**src/temp_alarm_pkg.sv**
```systemverilog
// shared constants for the temperature alarm and shutdown block
package temp_alarm_pkg;
    // register byte addresses on the ahb-lite slave
    localparam logic [7:0] OFS_TEMP     = 8'h00;
    localparam logic [7:0] OFS_CONFIG   = 8'h04;
    localparam logic [7:0] OFS_HYST     = 8'h08;
    localparam logic [7:0] OFS_CRIT     = 8'h0C;
    localparam logic [7:0] OFS_LOW      = 8'h10;
    localparam logic [7:0] OFS_HIGH     = 8'h14;
    localparam logic [7:0] OFS_STATUS   = 8'h18;
    localparam logic [7:0] OFS_RESULT   = 8'h1C;
    // configuration byte fields
    localparam int CFG_SHDN = 0;
    localparam int CFG_INT  = 1;
    localparam int CFG_OTP  = 2;
    localparam int CFG_ALP  = 3;
    localparam int CFG_FQ   = 4;
    localparam int CFG_TMO  = 5;
    localparam logic [7:0] CFG_WMASK = 8'h3F;
    // reset values
    localparam logic [7:0]  RST_CONFIG = 8'h00;
    localparam logic [15:0] RST_TEMP   = 16'h0000;
    localparam logic [15:0] RST_HYST   = 16'h0100;
    localparam logic [15:0] RST_CRIT   = 16'h2800;
    localparam logic [15:0] RST_LOW    = 16'h0500;
    localparam logic [15:0] RST_HIGH   = 16'h2000;
    localparam logic [15:0] LIM_MASK   = 16'hFF80;
    // temperature register: flags sit in the low three bits
    localparam logic [15:0] TEMP_MASK  = 16'hFFF8;
    localparam int FLG_LOW  = 0;
    localparam int FLG_HIGH = 1;
    localparam int FLG_CRIT = 2;
    // fault queue depths
    localparam logic [2:0] DEPTH_ONE  = 3'h1;
    localparam logic [2:0] DEPTH_FOUR = 3'h4;
    // fixed upper slave address bits
    localparam logic [2:0] ADDR_FIXED = 3'h4;
    // interrupt-mode arming state
    typedef enum logic [1:0] {
        ARM_FAULT = 2'b00,   // look for high or low fault
        ARM_HIGH  = 2'b01,   // look for drop below high minus hyst
        ARM_LOW   = 2'b10    // look for rise above low plus hyst
    } arm_t;
endpackage

```
**src/fault_queue.sv**
```systemverilog
// consecutive-event counter that fires when the configured depth is reached
`timescale 1ns/1ps
module fault_queue (
    input  wire logic       ref_clk,
    input  wire logic       sys_rst,
    input  wire logic       clear,
    input  wire logic       sample,
    input  wire logic       hit,
    input  wire logic [2:0] depth,
    output logic            reached
);
    logic [2:0] cnt_r;     // consecutive hits so far
    logic [2:0] cnt_nxt;

    // count hits on each sample, restart on a miss
    always_comb begin
        cnt_nxt = cnt_r;
        if (clear) begin
            cnt_nxt = 3'h0;
        end else if (sample) begin
            // a completed run starts over, so the opposite event needs its own full run
            if (!hit || reached) begin
                cnt_nxt = 3'h0;
            end else begin
                cnt_nxt = cnt_r + 3'h1;
            end
        end
    end

    // hit on this sample completes the run
    assign reached = sample && hit && !clear && (cnt_r + 3'h1 >= depth);

    always_ff @(posedge ref_clk) begin
        if (sys_rst) begin
            cnt_r <= 3'h0;
        end else begin
            cnt_r <= cnt_nxt;
        end
    end
endmodule

```
**src/temp_alarm.sv**
```systemverilog
// alarm, overtemperature and shutdown logic with ahb-lite registers
// Function
// interrupt mode alarms on high and low faults
// interrupt alarm held until any register read
// after high clear, re-raise below high minus hyst
// interrupt raise needs queue-depth consecutive results
// comparator raises after depth consecutive limit faults
// comparator drops after depth results inside hysteresis
// comparator clears alarm without host access
// alarm polarity and mode configurable, open drain
// overtemp asserts when result exceeds critical limit
// overtemp releases below critical minus hysteresis
// overtemp assert and release use fault queue
// shutdown bit stops conversions, bus keeps working
// shutdown keeps last result readable
// shutdown freezes outputs, holds queue in reset
// after shutdown old result until next conversion
// slave address is 100 then four straps
// mode bit zero comparator, one interrupt
// polarity bit zero active low, one high
// queue enable selects depth one or four
// shutdown bit zero normal; config resets zero
// after low clear, re-raise above low plus hyst
// compare once per single-cycle result strobe
`timescale 1ns/1ps
module temp_alarm
    import temp_alarm_pkg::*;
(
    input  wire logic        ref_clk,
    input  wire logic        sys_rst,
    // ahb-lite slave
    input  wire logic        hsel,
    input  wire logic [31:0] haddr,
    input  wire logic [1:0]  htrans,
    input  wire logic        hwrite,
    input  wire logic [2:0]  hsize,
    input  wire logic [31:0] hwdata,
    input  wire logic        hready,
    output logic [31:0]      hrdata,
    output logic             hreadyout,
    output logic             hresp,
    // converter side
    input  wire logic        result_valid,
    input  wire logic [15:0] result_data,
    output logic             conv_enable,
    // serial bus side
    input  wire logic        host_reg_read,
    output logic [6:0]       slave_addr,
    // address straps from pins
    input  wire logic        addr_strap_bit0,
    input  wire logic        addr_strap_bit1,
    input  wire logic        addr_strap_bit2,
    input  wire logic        addr_strap_bit3,
    // open-drain outputs, enable high means pulling low
    output logic             alarm_o,
    output logic             alarm_oe,
    output logic             overtemp_out_o,
    output logic             overtemp_out_oe
);
    import temp_alarm_pkg::*;

    // ---------------- register state ----------------
    logic [7:0]  config_r,  config_nxt;   // configuration byte
    logic [15:0] hyst_r,    hyst_nxt;     // hysteresis
    logic [15:0] crit_r,    crit_nxt;     // critical limit
    logic [15:0] low_r,     low_nxt;      // lower limit
    logic [15:0] high_r,    high_nxt;     // upper limit
    logic [15:0] temp_r,    temp_nxt;     // last result plus flags
    logic        wr_pend_r, wr_pend_nxt;  // data phase of a write
    logic [7:0]  wr_addr_r, wr_addr_nxt;  // address of that write
    logic        rd_strobe_r, rd_strobe_nxt; // read accepted pulse
    logic [31:0] hrdata_r,  hrdata_nxt;   // read data register
    // alarm state
    logic        alarm_act_r, alarm_act_nxt;  // alarm logical level
    logic        ot_act_r,    ot_act_nxt;     // overtemp logical level
    arm_t        arm_r,       arm_nxt;        // interrupt arming
    // synchronisers for straps and host read strobe
    logic [3:0]  strap_s1_r, strap_s2_r;
    logic        hrd_s1_r, hrd_s2_r, hrd_s3_r;
    logic [6:0]  addr_r;

    logic        shdn, int_mode;
    logic [2:0]  depth;
    logic        sample, any_read;
    logic signed [15:0] t, hi, lo, cr, hy;
    logic        above_hi, below_lo, above_cr;
    logic        below_hi_h, above_lo_h, below_cr_h;
    logic        q_fault_hit, q_clear_hit, q_cfire, q_rfire;
    logic        q_ot_hit, q_otr_hit, q_ofire, q_orfire;
    logic        q_rst;
    logic        addr_ok;

    assign shdn     = config_r[CFG_SHDN];
    assign int_mode = config_r[CFG_INT];
    assign depth    = config_r[CFG_FQ] ? DEPTH_FOUR : DEPTH_ONE;
    assign conv_enable = !shdn;
    // strobe ignored in shutdown; one evaluation per strobe
    assign sample   = result_valid && !shdn;
    assign q_rst    = shdn;

    // signed views of the result and limits
    assign t  = $signed(result_data & TEMP_MASK);
    assign hi = $signed(high_r);
    assign lo = $signed(low_r);
    assign cr = $signed(crit_r);
    assign hy = $signed(hyst_r);

    // limit comparisons; the hysteresis ones widened by sign bit guard
    assign above_hi   = t > hi;
    assign below_lo   = t < lo;
    assign above_cr   = t > cr;
    assign below_hi_h = 17'($signed(t)) < 17'(hi - hy);
    assign above_lo_h = 17'($signed(t)) > 17'(lo + hy);
    assign below_cr_h = 17'($signed(t)) < 17'(cr - hy);

    // qualifying condition for alarm raise depends on arming
    always_comb begin
        q_fault_hit = 1'b0;
        q_clear_hit = 1'b0;
        if (int_mode) begin
            // counting starts only once the pending alarm is read away
            if (!alarm_act_r) begin
                case (arm_r)
                    ARM_FAULT: q_fault_hit = above_hi || below_lo;
                    ARM_HIGH:  q_fault_hit = below_hi_h;
                    ARM_LOW:   q_fault_hit = above_lo_h;
                    default:   q_fault_hit = 1'b0;
                endcase
            end
        end else if (alarm_act_r) begin
            // release only for results back inside the narrowed window
            q_clear_hit = below_hi_h && above_lo_h;
        end else begin
            q_fault_hit = above_hi || below_lo;
        end
        q_ot_hit  = !ot_act_r && above_cr;
        q_otr_hit = ot_act_r && below_cr_h;
    end

    // one queue per output, shared by its raise and release conditions
    fault_queue u_q_alarm (
        .ref_clk (ref_clk),
        .sys_rst (sys_rst),
        .clear   (q_rst),
        .sample  (sample),
        .hit     (q_fault_hit || q_clear_hit),
        .depth   (depth),
        .reached (q_cfire)
    );
    fault_queue u_q_over (
        .ref_clk (ref_clk),
        .sys_rst (sys_rst),
        .clear   (q_rst),
        .sample  (sample),
        .hit     (q_ot_hit || q_otr_hit),
        .depth   (depth),
        .reached (q_ofire)
    );
    assign q_rfire  = q_cfire && q_clear_hit;
    assign q_orfire = q_ofire && q_otr_hit;

    // read of any register, from the bus or the serial side
    assign any_read = rd_strobe_r || (hrd_s2_r && !hrd_s3_r);

    // alarm and overtemp state
    always_comb begin
        alarm_act_nxt = alarm_act_r;
        arm_nxt       = arm_r;
        ot_act_nxt    = ot_act_r;
        if (!shdn) begin
            if (int_mode) begin
                // a fresh fault wins over a same-cycle clearing read
                if (any_read && alarm_act_r) begin
                    alarm_act_nxt = 1'b0;
                end
                if (q_cfire) begin
                    alarm_act_nxt = 1'b1;
                    case (arm_r)
                        ARM_FAULT: arm_nxt = above_hi ? ARM_HIGH : ARM_LOW;
                        ARM_HIGH:  arm_nxt = ARM_FAULT;
                        ARM_LOW:   arm_nxt = ARM_FAULT;
                        default:   arm_nxt = ARM_FAULT;
                    endcase
                end
            end else begin
                arm_nxt = ARM_FAULT;
                if (q_rfire) begin
                    alarm_act_nxt = 1'b0;
                end else if (q_cfire) begin
                    alarm_act_nxt = 1'b1;
                end
            end
            if (q_orfire) begin
                ot_act_nxt = 1'b0;
            end else if (q_ofire) begin
                ot_act_nxt = 1'b1;
            end
        end
    end

    always_ff @(posedge ref_clk) begin
        if (sys_rst) begin
            alarm_act_r <= 1'b0;
            arm_r       <= ARM_FAULT;
            ot_act_r    <= 1'b0;
        end else begin
            alarm_act_r <= alarm_act_nxt;
            arm_r       <= arm_nxt;
            ot_act_r    <= ot_act_nxt;
        end
    end

    // open drain: pull low when the pin's electrical level is low
    assign alarm_o         = 1'b0;
    assign overtemp_out_o  = 1'b0;
    assign alarm_oe        = !(alarm_act_r ^ !config_r[CFG_ALP]);
    assign overtemp_out_oe = !(ot_act_r ^ !config_r[CFG_OTP]);

    // ---------------- ahb-lite slave ----------------
    assign addr_ok   = hsel && htrans[1] && hready;
    assign hreadyout = 1'b1;   // zero wait states
    assign hresp     = 1'b0;   // always okay
    assign hrdata    = hrdata_r;

    // address phase capture, read data and register writes
    always_comb begin
        wr_pend_nxt   = addr_ok && hwrite;
        wr_addr_nxt   = addr_ok ? haddr[7:0] : wr_addr_r;
        rd_strobe_nxt = addr_ok && !hwrite;
        hrdata_nxt    = hrdata_r;
        config_nxt    = config_r;
        hyst_nxt      = hyst_r;
        crit_nxt      = crit_r;
        low_nxt       = low_r;
        high_nxt      = high_r;
        temp_nxt      = temp_r;
        if (addr_ok && !hwrite) begin
            case (haddr[7:0])
                OFS_TEMP:   hrdata_nxt = {16'h0000, temp_r};
                OFS_CONFIG: hrdata_nxt = {24'h000000, config_r};
                OFS_HYST:   hrdata_nxt = {16'h0000, hyst_r};
                OFS_CRIT:   hrdata_nxt = {16'h0000, crit_r};
                OFS_LOW:    hrdata_nxt = {16'h0000, low_r};
                OFS_HIGH:   hrdata_nxt = {16'h0000, high_r};
                OFS_STATUS: hrdata_nxt = {24'h000000, 1'b0, addr_r};
                OFS_RESULT: hrdata_nxt = {28'h0000000, arm_r, ot_act_r, alarm_act_r};
                default:    hrdata_nxt = 32'h00000000;
            endcase
        end
        if (wr_pend_r) begin
            case (wr_addr_r)
                OFS_CONFIG: config_nxt = hwdata[7:0] & CFG_WMASK;
                OFS_HYST:   hyst_nxt   = hwdata[15:0] & LIM_MASK;
                OFS_CRIT:   crit_nxt   = hwdata[15:0] & LIM_MASK;
                OFS_LOW:    low_nxt    = hwdata[15:0] & LIM_MASK;
                OFS_HIGH:   high_nxt   = hwdata[15:0] & LIM_MASK;
                default:    config_nxt = config_r;
            endcase
        end
        // new result only while converting; old one held otherwise
        if (sample) begin
            temp_nxt = (result_data & TEMP_MASK)
                     | {13'h0000, above_cr, above_hi, below_lo};
        end
    end

    always_ff @(posedge ref_clk) begin
        if (sys_rst) begin
            config_r    <= RST_CONFIG;
            hyst_r      <= RST_HYST;
            crit_r      <= RST_CRIT;
            low_r       <= RST_LOW;
            high_r      <= RST_HIGH;
            temp_r      <= RST_TEMP;
            wr_pend_r   <= 1'b0;
            wr_addr_r   <= 8'h00;
            rd_strobe_r <= 1'b0;
            hrdata_r    <= 32'h00000000;
        end else begin
            config_r    <= config_nxt;
            hyst_r      <= hyst_nxt;
            crit_r      <= crit_nxt;
            low_r       <= low_nxt;
            high_r      <= high_nxt;
            temp_r      <= temp_nxt;
            wr_pend_r   <= wr_pend_nxt;
            wr_addr_r   <= wr_addr_nxt;
            rd_strobe_r <= rd_strobe_nxt;
            hrdata_r    <= hrdata_nxt;
        end
    end

    // pin synchronisers; address formed from second stage only
    always_ff @(posedge ref_clk) begin
        if (sys_rst) begin
            strap_s1_r <= 4'h0;
            strap_s2_r <= 4'h0;
            hrd_s1_r   <= 1'b0;
            hrd_s2_r   <= 1'b0;
            hrd_s3_r   <= 1'b0;
            addr_r     <= 7'h00;
        end else begin
            strap_s1_r <= {addr_strap_bit3, addr_strap_bit2,
                           addr_strap_bit1, addr_strap_bit0};
            strap_s2_r <= strap_s1_r;
            hrd_s1_r   <= host_reg_read;
            hrd_s2_r   <= hrd_s1_r;
            hrd_s3_r   <= hrd_s2_r;
            addr_r     <= {ADDR_FIXED, strap_s2_r};
        end
    end
    assign slave_addr = addr_r;
endmodule

```
**config.mk**
```make
export PLATFORM = sky130hd
export DESIGN_NAME = temp_alarm
export DESIGN_NICKNAME = d
export VERILOG_FILES = /design/src/temp_alarm_pkg.sv /design/src/fault_queue.sv /design/src/temp_alarm.sv
export SDC_FILE = /design/constraint.sdc
export NUM_CORES = 1
export LEC_CHECK = 0
export BUFFER_PORTS_ARGS = -buffer_cell sky130_fd_sc_hd__buf_2
export CELL_PAD_IN_SITES_DETAIL_PLACEMENT = 1
export CELL_PAD_IN_SITES_GLOBAL_PLACEMENT = 2
export CORE_UTILIZATION = 33
export DETAILED_ROUTE_END_ITERATION = 6
export GPL_TIMING_DRIVEN = 0
export PLACE_DENSITY = 0.8
export SLEW_MARGIN = 20
export SYNTH_ARGS = -nofsm -noshare
export SYNTH_HDL_FRONTEND = slang
export SYNTH_SLANG_ARGS = --single-unit
```
**constraint.sdc**
```tcl
create_clock -name ref_clk -period 4.7 [get_ports ref_clk]
set_clock_uncertainty 0.15 [all_clocks]
set_input_delay 0.47 -clock ref_clk [delete_from_list [all_inputs] [get_ports ref_clk]]
set_output_delay 0.47 -clock ref_clk [all_outputs]
set_load 0.05 [all_outputs]
```
==> impl_results.md, run 1 <==
* Status: finished clean
* Xor/xnor share of the synthesized area at 2.37%
* Synth Register Bits at 110
* Area growth, synth to finish at 15.9%
* Worst setup path category: register to register
* Root buf cell: clkbuf_16
* Leak at about 3.5 nW
* Primary FF master, synth: dfxtp_1
* Worst-Margin Slew at 1.13 ns
* # DRC at 0
* IO Count at 142
* Die ar. at approximately 22000 um2
* Count leader, synth: dfxtp_1
* Die Y at about 150 um
* Cells after Synth at 845
* Compound-Gate Fraction of Synth Area at a little under a fifth
* Worst-path clk slew at 0.08 ns
* Max_slew headroom at 24.1%
* Final Hold Viols at 0
* H-tree depth at 3
* # Max-Cap Violations at 0
* Crit path time final at 4.43 ns
* Rows at 53
* Antenna violations before repair at 0
* CTS Buf Count at 9
* RePlAce Congestion at 0.828
* Synth Area per Inst at a little over 8 um2
* Unique cell type count in the Yosys netlist at 65
* Area leader, netlist: dfxtp_1
* Seq/Total Area, Yosys at 31.3%
* Core ar. at 21000 um2
* Unrepaired setup endpoints after global routing: false
* Vias per std cell at 5.17
* PwrDens at 249 nW/um2
* Routed WL per cell at 17.8 um
* Bufs on Longest Clock Path at 2
* Global route overflow at 0
* Die width at ~150 um
* # port buffers at 66
* Fin util at 38.9%
* Hold Path Class: input port to register
* Via count at 6328
* Number of global-route vias before repair at 6285
* Share of the synthesized area in the top cell type at 31.3%
* Worst setup SP type: register
* Largest family of logic cells by synthesized area: simple AND/OR/NAND/NOR gates
* DRT Pass-1 Iters at 5
* Arrival time at the worst endpoint at 4.58 ns
* Iteration-0 DRC Markers at 361
* Layout cells sized above 1 at 14.2%
* Initial core utilization at 33.5%
* Adder-cell area share of the yosys netlist at 16.3%
* CTS tree: built
* Largest net degree at the start of global routing at 23
* Tcrit/Tclk final at a little over nine tenths
* Detailed-route wire length at 21800 um
* Max Slew Vio Count at 0
* Clock sinks at 110
* First-pass GRT wire length at 34300 um
* Mux cell area share after synthesis at 3.56%
* Final setup violation count at 0
* Synth top area cells: dfxtp_1, ha_1, a21oi_1
* Worst path required time at 4.85 ns
* Post-route ant nets at 0
* VDD IR max at 0.171 mV
* Placed Area at between 7000 and 8000 um2
* Final HPWL from detailed placement at 17400 um
* Simple-gate share of the synthesized area at roughly a fifth
* Critical Path Sink Type: register
* Ys Warns at 0
* Post-synth EDFFs at 0
* Synth top cells by count: dfxtp_1, nand2_1, a21oi_1
* Clk_lat worst skew at 0.37 ns
* Max Freq at 0.226 GHz
* Asr flop ratio synth at 0%
* NumNets Final at 1130
* Synth Cell Area at 7030 um2
* Final instance area at 8140 um2
* CP max FO at 6
* Total track usage at 20.5%
## flip-flops by register name, summed over array words and instances (netlist names), 2 cells and up
register and count:
hrdata 16, temp_r 16, cr 9, hi 9, hy 9, lo 9, wr_addr_r 8, config_r 6
slave_addr 5, strap_s1_r 4, strap_s2_r 4, u_q_alarm.cnt_r 3, u_q_over.cnt_r 3, arm_r 2
## cell type report
type	count	area, um2
Inverter	67	251
Buffer	52	355
Antenna cell	1	2.50
Tap cell	275	344
Clock buffer	9	225
Fill cell	2600	12800
Sequential cell	110	2200
Multi-Input combinational cell	636	4330
Timing Repair Buffer	68	345
Clock inverter	7	83.8
## layer usage
layer  global-route usage (%)  share of wire [%]  vias to the layer above
li1                         -                  -                     3130
met1                     28.0                 50                     3056
met2                     33.6                 46                      120
met3                     2.56                3.0                       22
met4                     6.19                1.6                        0
met5                        0                  0                        -
## where the power goes
group / internal [mW] / switching (mW) / total (mW)
Sequential: 0.949 / 0.0102 / 0.959
Clock: 0.384 / 0.427 / 0.811
Combinational: 0.0890 / 0.171 / 0.260
Total: 1.42 / 0.608 / 2.03
## what timing repair did
| item | CTS | global route |
|---|---|---|
| gates cloned | 0 | 0 |
| hold buffers | 0 | 0 |
| pin swaps | 0 | 4 |
| gates resized for setup | 4 | 6 |
| setup buffers | 0 | 2 |
| setup endpoints to repair | 6 | 6 |
## stage by stage
stage | setup WS [ns] | total power, mW | hold slack [ns] | cells | TNS [ns]
final | 0.267 | 2.03 | 0.163 | 1225 | 0
after global routing | 0.0122 | 2.11 | 0.155 | 1224 | 0
after CTS | 0.00114 | 2.05 | 0.152 | 1222 | 0
after detailed placement | -0.236 | 1.24 | 0.276 | 1206 | -1.09
after global placement | -0.207 | 1.23 | 0.267 | 1206 | -1.04
after floorplan | 0.775 | 1.15 | 0.264 | 865 | 0
## final timing paths
| kind | start | end | slack [ns] | cells after the start |
|---|---|---|---|---|
| worst min-delay path | host_reg_read | hrd_s1_r$_SDFF_PP0_ | 0.16 | 2 |
| worst max-delay path | lo[7]$_SDFFE_PP0P_ | alarm_act_r$_SDFFE_PP0P_ | 0.27 | 19 |
| worst min register to register | strap_s2_r[1]$_SDFF_PP0_ | slave_addr[1]$_SDFF_PP0_ | 0.29 | 1 |
| worst max register to register | lo[7]$_SDFFE_PP0P_ | alarm_act_r$_SDFFE_PP0P_ | 0.27 | 19 |
## layout by cell type, fill, tap and decap left out, types with 14 or more instances in the layout
master / netlist / routed
a21oi_1: 99 / 98
a22oi_1: 21 / 21
buf_2: 1 / 67
buf_4: 22 / 24
clkbuf_1: 22 / 22
conb_1: 2 / 22
dfxtp_1: 110 / 109
ha_1: 87 / 87
inv_1: 67 / 66
mux2i_1: 25 / 25
nand2_1: 104 / 104
nand2b_1: 18 / 18
nand3_1: 15 / 14
nor2_1: 61 / 61
nor2b_1: 21 / 21
o21ai_0: 25 / 22
## cell families after synthesis
logic type / count (synthesis)
mux: 25
other cells: 2
fa+ha+maj: 90
flops: 110
buf+inv: 119
simple gates: 276
xor+xnor: 19
compound gates: 204
## critical path, cell delays in order (launching register included)
cell,delay [ns]
dfxtp_1,0.43
ha_1,0.22
inv_1,0.06
fa_1,0.40
inv_1,0.07
a21oi_1,0.06
o21ai_0,0.27
a21oi_1,0.14
o21bai_1,0.22
a21o_1,0.15
a21oi_1,0.07
xor2_1,0.14
ha_1,0.31
a211oi_2,0.24
or4b_1,0.48
a22oi_1,0.18
o311a_2,0.26
a311oi_4,0.14
nand3b_1,0.20
a31oi_1,0.16
Note: power is estimated with default switching activity, not from simulation.
==> run 2, diff against run 1 <==
--- a/config.mk
+++ b/config.mk
@@ -5,13 +5,12 @@
 export SDC_FILE = /design/constraint.sdc
 export NUM_CORES = 1
 export LEC_CHECK = 0
+export ABC_AREA = 1
 export BUFFER_PORTS_ARGS = -buffer_cell sky130_fd_sc_hd__buf_2
-export CELL_PAD_IN_SITES_DETAIL_PLACEMENT = 1
-export CELL_PAD_IN_SITES_GLOBAL_PLACEMENT = 2
-export CORE_UTILIZATION = 33
+export CORE_UTILIZATION = 41
 export DETAILED_ROUTE_END_ITERATION = 6
 export GPL_TIMING_DRIVEN = 0
-export PLACE_DENSITY = 0.8
+export PLACE_DENSITY = 0.61
 export SLEW_MARGIN = 20
 export SYNTH_ARGS = -nofsm -noshare
 export SYNTH_HDL_FRONTEND = slang
==> constraint.sdc (replaced) <==
create_clock -name ref_clk -period 5.4 [get_ports ref_clk]
set_clock_uncertainty 0.15 [all_clocks]
set_input_delay 0.54 -clock ref_clk [delete_from_list [all_inputs] [get_ports ref_clk]]
set_output_delay 0.54 -clock ref_clk [all_outputs]
set_load 0.05 [all_outputs]
==> run 2 against run 1 <==
Effect of this change:
- sequential share of layout area about the same
- final cell count increased by 6.9%
- critical endpoint is now arm_r[1]$_SDFFE_PP0P_
- non-clock buffer count decreased by 4
- final area about the same
- largest cell class unchanged
==> impl_results.md, run 2 <==
* Worst setup path category: register to register
* # port buffers at 71
* Net Sw Power at 528 uW
* Final setup violation count at 0
* Final HPWL from detailed placement at 15700 um
* Primary FF master, synth: dfxtp_1
* Die Y at 134 um
* Synth Register Bits at 110
* DRT Pass-1 Iters at 5
* Worst Hold Depth at 3
* First-pass GRT wire length at between 30000 and 40000 um
* # DRC at 0
* CTS Buf Count at 9
* Fin util at approximately 49%
* Sequential power share at roughly 47%
* Leak at 3.80 nW
* Tcrit/Tclk final at 78.6%
* Worst Setup EP: arm_r[1]$_SDFFE_PP0P_
* Worst-Margin Slew at 0.825 ns
* IO Count at around 140
* CP max FO at 5
* Setup TNS at 0 ns
* Asr flop ratio synth at 0%
* Core ar. at 16800 um2
* Die width at 134 um
* Via count at 6543
* Int Power at 1.25 mW
* Crit path time final at between 4 and 5 ns
* Max_slew headroom at 44.6%
* Worst path required time at 5.51 ns
* Hold buffer count at cts at 0
* Worst setup SP type: register
* Routed WL per cell at 14.9 um
* Arrival time at the worst endpoint at ~4.4 ns
* Synth Area per Inst at 7.26 um2
* Worst-path clk slew at 0.08 ns
* VDD IR max at 0.157 mV
* Count leader, synth: nand2_1
* RePlAce Congestion at between 0.8 and 0.9
* Clk_lat worst skew at 0.37 ns
* Number of global-route vias before repair at 5892
* FF-to-FF End: arm_r[1]$_SDFFE_PP0P_
* Seq/Total Area, Yosys at 30.9%
* Largest net degree at the start of global routing at 21
* Unique cell type count in the Yosys netlist at 45
* Max Slew Vio Count at 0
* Layout cells sized above 1 at between 10% and 20%
* Synth top cells by count: nand2_1, inv_1, dfxtp_1
* Unrepaired setup endpoints after global routing: false
* NumNets Final at 1270
* # Max-Cap Violations at 0
* Critical Path Sink Type: register
* Hold Path Class: input port to register
* Status: finished clean
* Vias per std cell at 5.00
* Max Freq at 0.236 GHz
* Combinational group share of total power at ~14%
* Post-synth EDFFs at 0
* CTS tree: built
* Ys Warns at 0
* Rows at 47
* ANT cells at 0
* Reg-to-Reg Start: hy[7]$_SDFFE_PP0P_
* PwrDens at 218 nW/um2
* Clock power share at a little under two fifths
* Switching part of the total power at 29.7%
* Worst R2R Setup Slack at 1.16 ns
* Share of the synthesized area in the top cell type at 30.9%
* Root buf cell: clkbuf_16
* Initial core utilization at between 40 and 50%
* Slowest Stage Delay on Critical Path at 0.50 ns
* Crit-path slowest cell: dfxtp_1
* Synth top area cells: dfxtp_1, ha_1, nand2_1
* Post-route ant nets at 0
* CP Launch Point: hy[7]$_SDFFE_PP0P_
* Clock sinks at 110
* Area leader, netlist: dfxtp_1
* Antenna violations before repair at 0
* Bufs on Longest Clock Path at 2
* Global route overflow at 0
* Iteration-0 DRC Markers at 396
* Setup Buffers After CTS at 0
* Reg2Reg Depth at 29
* Detailed-route wire length at about 20000 um
* Die ar. at 17900 um2
* Commonest non-fill, non-tap cell in the layout: nand2_1
* Final Hold Viols at 0
* Synth Cell Area at 7130 um2
* Commonest non-fill, non-tap cells in the layout: nand2_1, inv_1, dfxtp_1
* Cells after Synth at between 900 and 1000
* Post-cts gate resize count at 0
* Total track usage at ~22%
* H-tree depth at 3
* CP dominant cell by count: nand2_1
* Area growth, synth to finish at 14.1%
==> run 2: changes by cell type after synthesis, moves of 18 or more <==
cell and change:
nand2_1 +82, inv_1 +65, o21ai_0 +38, mux2i_1 -25
nor2b_1 -21, nor2_1 +20, a22oi_1 -18, nand2b_1 -18
==> run 2: cell type report <==
class                   count  area (um2)
fillers                  1743        8620
multi-input cells         706        4220
flip-flops and latches    110        2200
inverters                 141         529
repair buffers             71         355
well taps                 220         275
plain buffers              45         258
clock buffers              10         239
clock inverters             6        61.3
==> run 2: metal layers <==
metal | global-route usage, % | vias to the layer above | wire (um)
li1 | - | 3404 | -
met1 | 31.2 | 2913 | 9460
met2 | 33.6 | 190 | 8200
met3 | 3.78 | 36 | 1020
met4 | 10.3 | 0 | 782
met5 | 0 | - | 0
==> run 2: stage by stage <==
stage	instance area [um2]	cells	setup WS (ns)	hold WS [ns]	total power, mW
2_1_floorplan	7210	1002	1.89	0.238	1.04
3_3_place_gp	7840	1293	1.27	0.240	1.11
3_5_place_dp	7840	1293	1.24	0.243	1.11
4_1_cts	8140	1309	1.19	0.212	1.79
5_1_grt	8140	1309	0.827	0.212	1.85
6_report	8140	1309	1.16	0.220	1.78
==> run 2: power by group through the flow <==
stage               logic, mW  registers (mW)  clock network [mW]
finish                  0.256           0.842               0.680
global route            0.285           0.844               0.721
CTS                     0.255           0.841               0.689
detailed placement      0.254           0.860                   0
global placement        0.252           0.861                   0
floorplan               0.177           0.861                   0
==> run 2: critical path, delay by kind of cell (launching register included) <==
kind / cells / cell delay, ns
AO/OA/AOI/OAI: 5 / 0.98
XOR/XNOR: 1 / 0.14
adder cells (fa/ha/maj): 3 / 0.91
buffers and inverters: 3 / 0.16
flip-flops: 1 / 0.50
AND/OR/NAND/NOR: 17 / 1.28
==> run 2: cells by family (layout without fill, tap and decap cells) <==
family,after synthesis,after routing,share of synthesized area [%]
AO/OA/AOI/OAI,217,217,16.6
adder cells (fa/ha/maj),90,90,16.1
buffers and inverters,186,273,11.0
other,2,22,0.105
AND/OR/NAND/NOR,350,350,21.9
XOR/XNOR,27,27,3.32
flip-flops,110,110,30.9
==> run 2: how the worst min path moves through the flow <==
| stage | start | to |
|---|---|---|
| after global placement | strap_s1_r[0]$_SDFF_PP0_ | strap_s2_r[0]$_SDFF_PP0_ |
| after floorplan | hrd_s1_r$_SDFF_PP0_ | hrd_s2_r$_SDFF_PP0_ |
| after global routing | addr_strap_bit2 | strap_s1_r[2]$_SDFF_PP0_ |
| final | addr_strap_bit1 | strap_s1_r[1]$_SDFF_PP0_ |
| after CTS | addr_strap_bit1 | strap_s1_r[1]$_SDFF_PP0_ |
| after detailed placement | strap_s1_r[2]$_SDFF_PP0_ | strap_s2_r[2]$_SDFF_PP0_ |
